`src/ppwp_pkg.sv`:
```
// Package with the register map, field layout and reset values of the protection block.
package ppwp_pkg;
    localparam int unsigned ADDR_W = 8;
    localparam int unsigned DATA_W = 32;
    localparam int unsigned STRB_W = 4;
    localparam int unsigned IDX_W = 5;
    // Register offsets.
    localparam logic [7:0] OFF_CLEAR = 8'h00;
    localparam logic [7:0] OFF_SET = 8'h04;
    // Field positions.
    localparam int unsigned EVENT_BIT = 1;
    localparam int unsigned SERIAL_LSB = 2;
    localparam int unsigned SERIAL_N = 6;
    localparam int unsigned TIMER_LSB = 8;
    localparam int unsigned TIMER_N = 8;
    localparam int unsigned ANALOG_LSB = 16;
    localparam int unsigned ANALOG_N = 3;
    localparam int unsigned TOUCH_BIT = 19;
    // Bits that hold a peripheral's protection state.
    localparam logic [31:0] PROT_MASK = 32'h000FFFFE;
    // Reset value of the register as read back.
    localparam logic [31:0] RESET_VALUE = 32'h00800000;
    // Constant part of the read value (bits that no peripheral owns).
    localparam logic [31:0] FIXED_READ = RESET_VALUE & ~PROT_MASK;
    localparam logic [31:0] STATE_RESET = RESET_VALUE & PROT_MASK;
endpackage : ppwp_pkg

```
`src/ppwp_guard.sv`:
```
// Guard that grants or refuses writes aimed at the protected peripherals.
module ppwp_guard (
    input wire logic [31:0] prot_state,
    input wire logic periph_wr_valid,
    input wire logic [ppwp_pkg::IDX_W-1:0] periph_wr_index,
    output logic periph_wr_grant,
    output logic periph_wr_err
);
    logic owned;
    logic locked;

    // A write to a protected peripheral loses its data and is answered with an error.
    always_comb begin
        owned = ppwp_pkg::PROT_MASK[periph_wr_index];
        locked = owned && prot_state[periph_wr_index];
        periph_wr_err = periph_wr_valid && locked;
        periph_wr_grant = periph_wr_valid && !locked;
    end
endmodule : ppwp_guard

```
`src/ppwp_ctrl.sv`:
```
// Protection state register pair with its register port and the peripheral write guard.

// Contract
// - Writing zero to a clear bit leaves that peripheral's protection unchanged.
// - Writing one to a clear bit removes that peripheral's protection.
// - Timer/counter 0..7 protection sits at bits 8..15, ascending.
// - Serial units 0..5 protection sits at bits 2..7, ascending.
// - Clear and set registers read back the same protection value.
// - Writes to a protected peripheral are discarded and answered with an error.
// - Setting an already protected peripheral answers with an access error.
module ppwp_ctrl (
    input wire logic clock,
    input wire logic resetn,
    input wire logic psel,
    input wire logic penable,
    input wire logic pwrite,
    input wire logic [ppwp_pkg::ADDR_W-1:0] paddr,
    input wire logic [ppwp_pkg::DATA_W-1:0] pwdata,
    input wire logic [ppwp_pkg::STRB_W-1:0] pstrb,
    output logic [ppwp_pkg::DATA_W-1:0] prdata,
    output logic pready,
    output logic pslverr,
    input wire logic periph_wr_valid,
    input wire logic [ppwp_pkg::IDX_W-1:0] periph_wr_index,
    output logic periph_wr_grant,
    output logic periph_wr_err,
    output logic event_system_protect_bit,
    output logic [ppwp_pkg::SERIAL_N-1:0] serial_unit_protect_bits,
    output logic [ppwp_pkg::TIMER_N-1:0] timer_counter_protect_bits,
    output logic [ppwp_pkg::ANALOG_N-1:0] analog_protect_bits,
    output logic touch_sensing_protect_bit
);
    logic [31:0] state_r;
    logic [31:0] state_nxt;
    logic [31:0] prdata_r;
    logic [31:0] wmask;
    logic access;
    logic wr_acc;
    logic clr_hit;
    logic set_hit;
    logic mapped;
    logic dbl_set;

    // Expands byte strobes into a bit mask; shared by both write paths.
    function automatic logic [31:0] strb_to_mask(input logic [3:0] strb);
        logic [31:0] m;
        m = 32'h00000000;
        for (int i = 0; i < 4; i++) begin
            m[i*8 +: 8] = {8{strb[i]}};
        end
        return m;
    endfunction : strb_to_mask

    // Register select; one compare feeds the write strobes, the read decode and the error.
    function automatic logic addr_hits(input logic [7:0] a, input logic [7:0] off);
        return a == off;
    endfunction : addr_hits

    // Decode of the access phase; a single-cycle access phase keeps the port wait-free.
    always_comb begin
        access = psel && penable;
        wr_acc = access && pwrite;
        mapped = addr_hits(paddr, ppwp_pkg::OFF_CLEAR) || addr_hits(paddr, ppwp_pkg::OFF_SET);
        clr_hit = wr_acc && addr_hits(paddr, ppwp_pkg::OFF_CLEAR);
        set_hit = wr_acc && addr_hits(paddr, ppwp_pkg::OFF_SET);
        wmask = pwdata & strb_to_mask(pstrb) & ppwp_pkg::PROT_MASK;
        dbl_set = set_hit && ((wmask & state_r) != 32'h00000000);
    end

    // Next protection state; a refused set leaves every bit as it was.
    always_comb begin
        state_nxt = state_r;
        if (clr_hit) begin
            state_nxt = state_r & ~wmask;
        end else if (set_hit && !dbl_set) begin
            state_nxt = state_r | wmask;
        end
    end

    // Protection state flip-flops.
    always_ff @(posedge clock or negedge resetn) begin
        if (!resetn) begin
            state_r <= ppwp_pkg::STATE_RESET;
        end else begin
            state_r <= state_nxt;
        end
    end

    // Read data is caught in the setup phase so that it leaves a flip-flop.
    always_ff @(posedge clock or negedge resetn) begin
        if (!resetn) begin
            prdata_r <= 32'h00000000;
        end else if (psel && !penable && !pwrite) begin
            if (mapped) begin
                prdata_r <= (state_r & ppwp_pkg::PROT_MASK) | ppwp_pkg::FIXED_READ;
            end else begin
                prdata_r <= 32'h00000000;
            end
        end
    end

    // Handshake: never waits; error for unmapped addresses and double protection.
    assign pready = 1'b1;
    assign pslverr = access && (!mapped || dbl_set);
    assign prdata = prdata_r;

    // Per-peripheral views of the state, in ascending bit order.
    assign event_system_protect_bit = state_r[ppwp_pkg::EVENT_BIT];
    assign serial_unit_protect_bits = state_r[ppwp_pkg::SERIAL_LSB +: ppwp_pkg::SERIAL_N];
    assign timer_counter_protect_bits = state_r[ppwp_pkg::TIMER_LSB +: ppwp_pkg::TIMER_N];
    assign analog_protect_bits = state_r[ppwp_pkg::ANALOG_LSB +: ppwp_pkg::ANALOG_N];
    assign touch_sensing_protect_bit = state_r[ppwp_pkg::TOUCH_BIT];

    // Guard on the peripheral side of the bridge.
    ppwp_guard u_guard (
        .prot_state(state_r),
        .periph_wr_valid(periph_wr_valid),
        .periph_wr_index(periph_wr_index),
        .periph_wr_grant(periph_wr_grant),
        .periph_wr_err(periph_wr_err)
    );
endmodule : ppwp_ctrl

```
`config.mk`:
```
export PLATFORM = sky130hd
export DESIGN_NAME = ppwp_ctrl
export DESIGN_NICKNAME = d
export VERILOG_FILES = /design/src/ppwp_pkg.sv /design/src/ppwp_guard.sv /design/src/ppwp_ctrl.sv
export SDC_FILE = /design/constraint.sdc
export NUM_CORES = 1
export LEC_CHECK = 0
export BUFFER_PORTS_ARGS = -buffer_cell sky130_fd_sc_hd__buf_2
export CAP_MARGIN = 25
export CORE_UTILIZATION = 49
export DETAILED_ROUTE_END_ITERATION = 12
export HOLD_SLACK_MARGIN = 0.03
export PLACE_DENSITY = 0.85
export SYNTH_ARGS = -nofsm -noshare
export SYNTH_HDL_FRONTEND = slang
export SYNTH_HIERARCHICAL = 1
export SYNTH_SLANG_ARGS = --single-unit
export TNS_END_PERCENT = 1
```
`constraint.sdc`:
```
create_clock -name clock -period 3.6 [get_ports clock]
set_input_delay 0.54 -clock clock [delete_from_list [all_inputs] [get_ports clock]]
set_output_delay 0.54 -clock clock [all_outputs]
set_load 0.05 [all_outputs]
```
; ---- Yosys cells after proc, flatten, opt, wreduce, memory -nomap -nowiden
; Memories as Yosys holds them, arrays and structs flattened.
; Cells that the tools add are included.
; W data, S select, Z words.
[totals]
elab_cells = 38
inputBits = 55
regBits = 64
n_memories = 1
rom_bits = 32
[classes]
muxes = 6
reduce_logical = 22
eq_ne = 1
bitwise = 5
magnitude_cmp = 1
[memory_table]
columns = name, depth, word_bits, rd, rd_clocked_by_memory_dff, wr, line_no
row1 = (no name shown), 32, 1, 1, 0, 0, ppwp_guard.sv:14  ; owned = ppwp_pkg::PROT_MASK[periph_wr_index];
[op_table]
columns = operator, count
row1 = $mux W32, 2
row2 = $and A20 B32 Y32, 1
row3 = $and A32 B32 Y32, 1
row4 = $not A20 Y32, 1
row5 = $or A32 B20 Y32, 1
row6 = $reduce_bool A32 Y1, 1
row7 = $mux W24, 1
row8 = $and A20 B20 Y20, 1
row9 = $logic_and A1 B1 Y1, 12
row10 = $eq A8 B3 Y1 const B, 1
row11 = $logic_not A8 Y1, 1
row12 = $lt A5 B6 Y1 const B, 1
row13 = $bmux W1 S5, 1
row14 = $logic_not A1 Y1, 5
row15 = $logic_or A1 B1 Y1, 2
row16 = $mux W1, 2
row17 = $reduce_bool A2 Y1, 1

; ---- Depth between registers and ports, before layout
[depth]
word_depth = 8
ltp_mapped = 6
mapped_depth_nobuf = 5

; ---- Hierarchy
; Netlist, hierarchy kept.
[modules_own_cells]
columns = mod, cells_each, seq_area_each_um2, area_each_um2, n_inst
row1 = ppwp_ctrl, 205, 975.9, 1914.3, 1
row2 = ppwp_guard, 25, 0.0, 236.5, 1

; ---- Worst setup path after synthesis
; OpenSTA, ideal clock, no wires.
[synth_path]
kind = in2out
start = in periph_wr_index[0] in the netlist's numbering
end = out periph_wr_grant
path_stages = 5
required_ns = 3.060
setup_slack_ns = 0.900
arrival_ns = 2.160
cell_sequence = buf_6 > mux4_2 > o22ai_1 > o211ai_1 > a21boi_1
[synth_via]
elab_chain_cells = 5
[synth_rtl]
columns = item, line_no
row1 = "start, declared", ppwp_ctrl.sv:24  ; input wire logic [ppwp_pkg::IDX_W-1:0] periph_wr_index,
row2 = $mem_v2 Z32 W1 or $bmux W1 S5 (tied branches), -
row3 = "$mux W1, on equally long branches", "ppwp_guard.sv:14, ppwp_guard.sv:15"
row4 = $logic_and A1 B1 Y1 *, ppwp_guard.sv:15  ; locked = owned && prot_state[periph_wr_index];
row5 = $logic_not A1 Y1 *, ppwp_guard.sv:17  ; periph_wr_grant = periph_wr_valid && !locked;
row6 = $logic_and A1 B1 Y1 *, ppwp_guard.sv:17
row7 = "end, declared", ppwp_ctrl.sv:25  ; output logic periph_wr_grant,
; Every way passes the cells marked *; elsewhere a longest branch is shown, timed or not. The select of a mux whose other input is x is not followed.

==> qor.csv <==
stage,metric,value,unit
logic_synthesis,"EDFF count, synth",0,
timing,RSZ-0062 raised after global routing,no,
layout,Fillers,354,
clocking,TritonCTS clock tree,yes,
layout,final core utilization,64.5,%
power,Leak,0.00131,uW
logic_synthesis,Unique masters post-synth,44,
clocking,clock buffer depth,2,
timing,setup_tns,0,ns
floorplanning,Initial Util,52.3,%
global_routing,vias in the first global route,1811,
timing,final number of setup-violating endpoints,0,
logic_synthesis,yosys warns,6,
placed_design,Port Buffers,82,
clocking,TritonCTS Sinks,39,
floorplanning,# IOs,110,
logic_synthesis,synthesized area per cell,9.35,um^2
routing,# DRC,0,
routing,drt pass-1 iters,4,
worst_setup_path,buffer and inverter count on the worst path,2,
routing,drt total wl,5330,um
floorplanning,Die Height,68.3,um
global_routing,first-pass GRT wire length,8400,um
status,status,completed,
clocking,hold buffers post-CTS,0,
worst_setup_path,Crit path arrival time,2.11,ns
job,Max-Cap Viols,0,
global_routing,GRT overflow,0,
worst_setup_path,Crit Path Max Fanout,11,
placed_design,DP Worst Slack,0.826,ns
worst_setup_path,"Req. time, crit path",3.06,ns
layout,footprint of the multi-input gates,1020,um^2
global_routing,largest net degree at the start of global routing,40,
layout,"Area growth, synth to finish",23.5,%
worst_setup_path,crit end category,output pin,
clocking,clk_lat worst skew,0.29,ns
timing,clock skew,0.00241,ns
timing,Worst Max-Slew Pin Slew,0.891,ns
clocking,Post-CTS Setup Inserts,0,
timing,fin crit share,73.5,%
layout,nets,365,
worst_setup_path,worst r2r path cells,6,
worst_setup_path,internal reg-to-reg setup slack,1.83,ns
timing,final hold vios,0,
worst_setup_path,CP Cell Sequence,a222oi_1 -> nand3_1 -> a21oi_1 -> buf_4 -> nand4_1 -> and4_1 -> buf_2,
layout,register area,976,um^2
logic_synthesis,"Async S/R FF share, synth",100,%
hold_path,Hold Crit Class,in2async,
worst_setup_path,CP max stage cell,dfrtp_1,
routing,detail-routed via count per cell,5.56,
placed_design,gpl congestion,0.867,
clocking,CTS root buffer,clkbuf_8,
timing,final worst slack,0.954,ns
layout,layout cell share with drive strength beyond 1,33.8,%
placed_design,post-DP HPWL,4060,um
clocking,H-Tree Depth,2,
floorplanning,Die Area,4660,um^2
power,worst vdd ir,0.196,mV
timing,fmax,378,MHz
global_routing,GRT Overall Usage,24.9,%
clocking,total CTS buffers,5,
worst_setup_path,CP max stage delay,0.42,ns
logic_synthesis,#FFs+latches synth,39,
layout,antenna cells,0,
floorplanning,Die X,68.3,um
logic_synthesis,Synth Flop Type,dfrtp_1,
timing,Slew HR,40.5,%
power,Power Total,932,uW
clocking,clock transition at the registers of the reported paths,0.07,ns
routing,total number of vias,2006,
timing,Period minus WS final,2.65,ns
logic_synthesis,Netlist Area Pre-Place,2150,um^2
worst_setup_path,Worst Setup Start Kind,register,
floorplanning,# rows,23,
global_routing,initial antenna violation count,0,
logic_synthesis,sequential share of the synthesized area,45.4,%
timing,Slew Limit Fails,0,
routing,Iteration-0 DRC Markers,187,
worst_setup_path,Setup CP Type,reg2out,
clocking,CTS resizes,0,
routing,"antenna viol nets, final",0,
floorplanning,Core Box Area,4120,um^2
routing,WL/cell,14.8,um
logic_synthesis,Syn Inst Count,230,
power,Pwr per Cell Area,351,nW/um^2
worst_setup_path,top cell family by delay on the critical path,compound AO/OA/AOI/OAI gates,
==> cell families after synthesis <==
| group | count (synthesis) | share of synthesized area, % |
|---|---|---|
| AOI/OAI and AO/OA | 75 | 22.9 |
| muxes | 7 | 4.83 |
| other | 2 | 0.349 |
| DFF | 39 | 45.4 |
| buffers and inverters | 38 | 9.37 |
| and+or+nand+nor | 69 | 17.2 |
==> synth_stat cells, types with 2 or more instances <==
cell,n,share of area [%]
mux2_2,4,2.1
a2bb2oi_1,2,0.81
buf_2,2,0.47
conb_1,2,0.35
nor4_1,2,0.58
o31ai_1,12,4.2
a41oi_1,8,3.3
nor3b_1,2,0.70
nand2_1,44,7.7
dfrtp_1,39,45
inv_1,15,2.6
buf_4,13,4.5
o21ai_0,20,4.7
nand4_1,2,0.58
nand3_1,3,0.70
clkbuf_1,6,1.0
a21oi_1,20,4.7
a222oi_1,4,1.9
nor2_1,2,0.35
a22oi_1,3,1.0
o22ai_1,2,0.58
==> worst max path at each step <==
| stage | end | slack, ns | cells after the start |
|---|---|---|---|
| 2_1_floorplan | periph_wr_grant | 0.90 | 5 |
| 3_5_place_dp | register | 0.83 | 6 |
| 6_report | pslverr | 0.95 | 7 |
| 5_1_grt | pslverr | 0.77 | 7 |
| 4_1_cts | pslverr | 0.96 | 7 |
| 3_3_place_gp | register | 0.85 | 6 |
==> layer usage <==
metal	GRT usage, %	vias to the layer above	part of all wire, %
met4	11.2	0	2.4
met1	32.6	922	44
met5	0	-	0
li1	-	980	-
met2	39.5	91	47
met3	5.17	13	6.6
==> where the power goes <==
group / switching, uW / internal (uW) / leakage, uW
combinational: 86.0 / 30.8 / 0.000701
clock: 151 / 224 / 0.0000612
sequential: 1.14 / 439 / 0.000545
==> cell usage in the layout, fill, tap and decap left out, drive strengths merged, types with 2 or more instances in the layout <==
cell type  instances
a21oi             20
a222oi             4
a22oi              3
a2bb2oi            2
a41oi              8
buf               84
clkbuf             6
conb              14
dfrtp             39
inv               15
mux2               4
mux4               2
nand2             44
nand3              3
nand4              4
nor2               2
nor3b              3
nor4               3
o21ai             20
o22ai              2
o31ai             12
==> final cells by class <==
class | instances | share of cell area (%)
well taps | 50 | 2.36
flip-flops and latches | 39 | 36.7
clock buffers | 6 | 3.11
multi-input cells | 165 | 38.3
clock inverters | 2 | 1.32
repair buffers | 84 | 16.0
inverters | 15 | 2.12
==> metrics by stage <==
stage / instance area [um^2] / cells / hold WS (ns)
after detailed placement: 2540 / 353 / 0.460
after floorplan: 2200 / 242 / 0.244
after CTS: 2660 / 361 / 0.374
final: 2660 / 361 / 0.351
after global routing: 2660 / 361 / 0.424
after global placement: 2540 / 353 / 0.456
No activity file was read; power rests on OpenSTA's default activity.
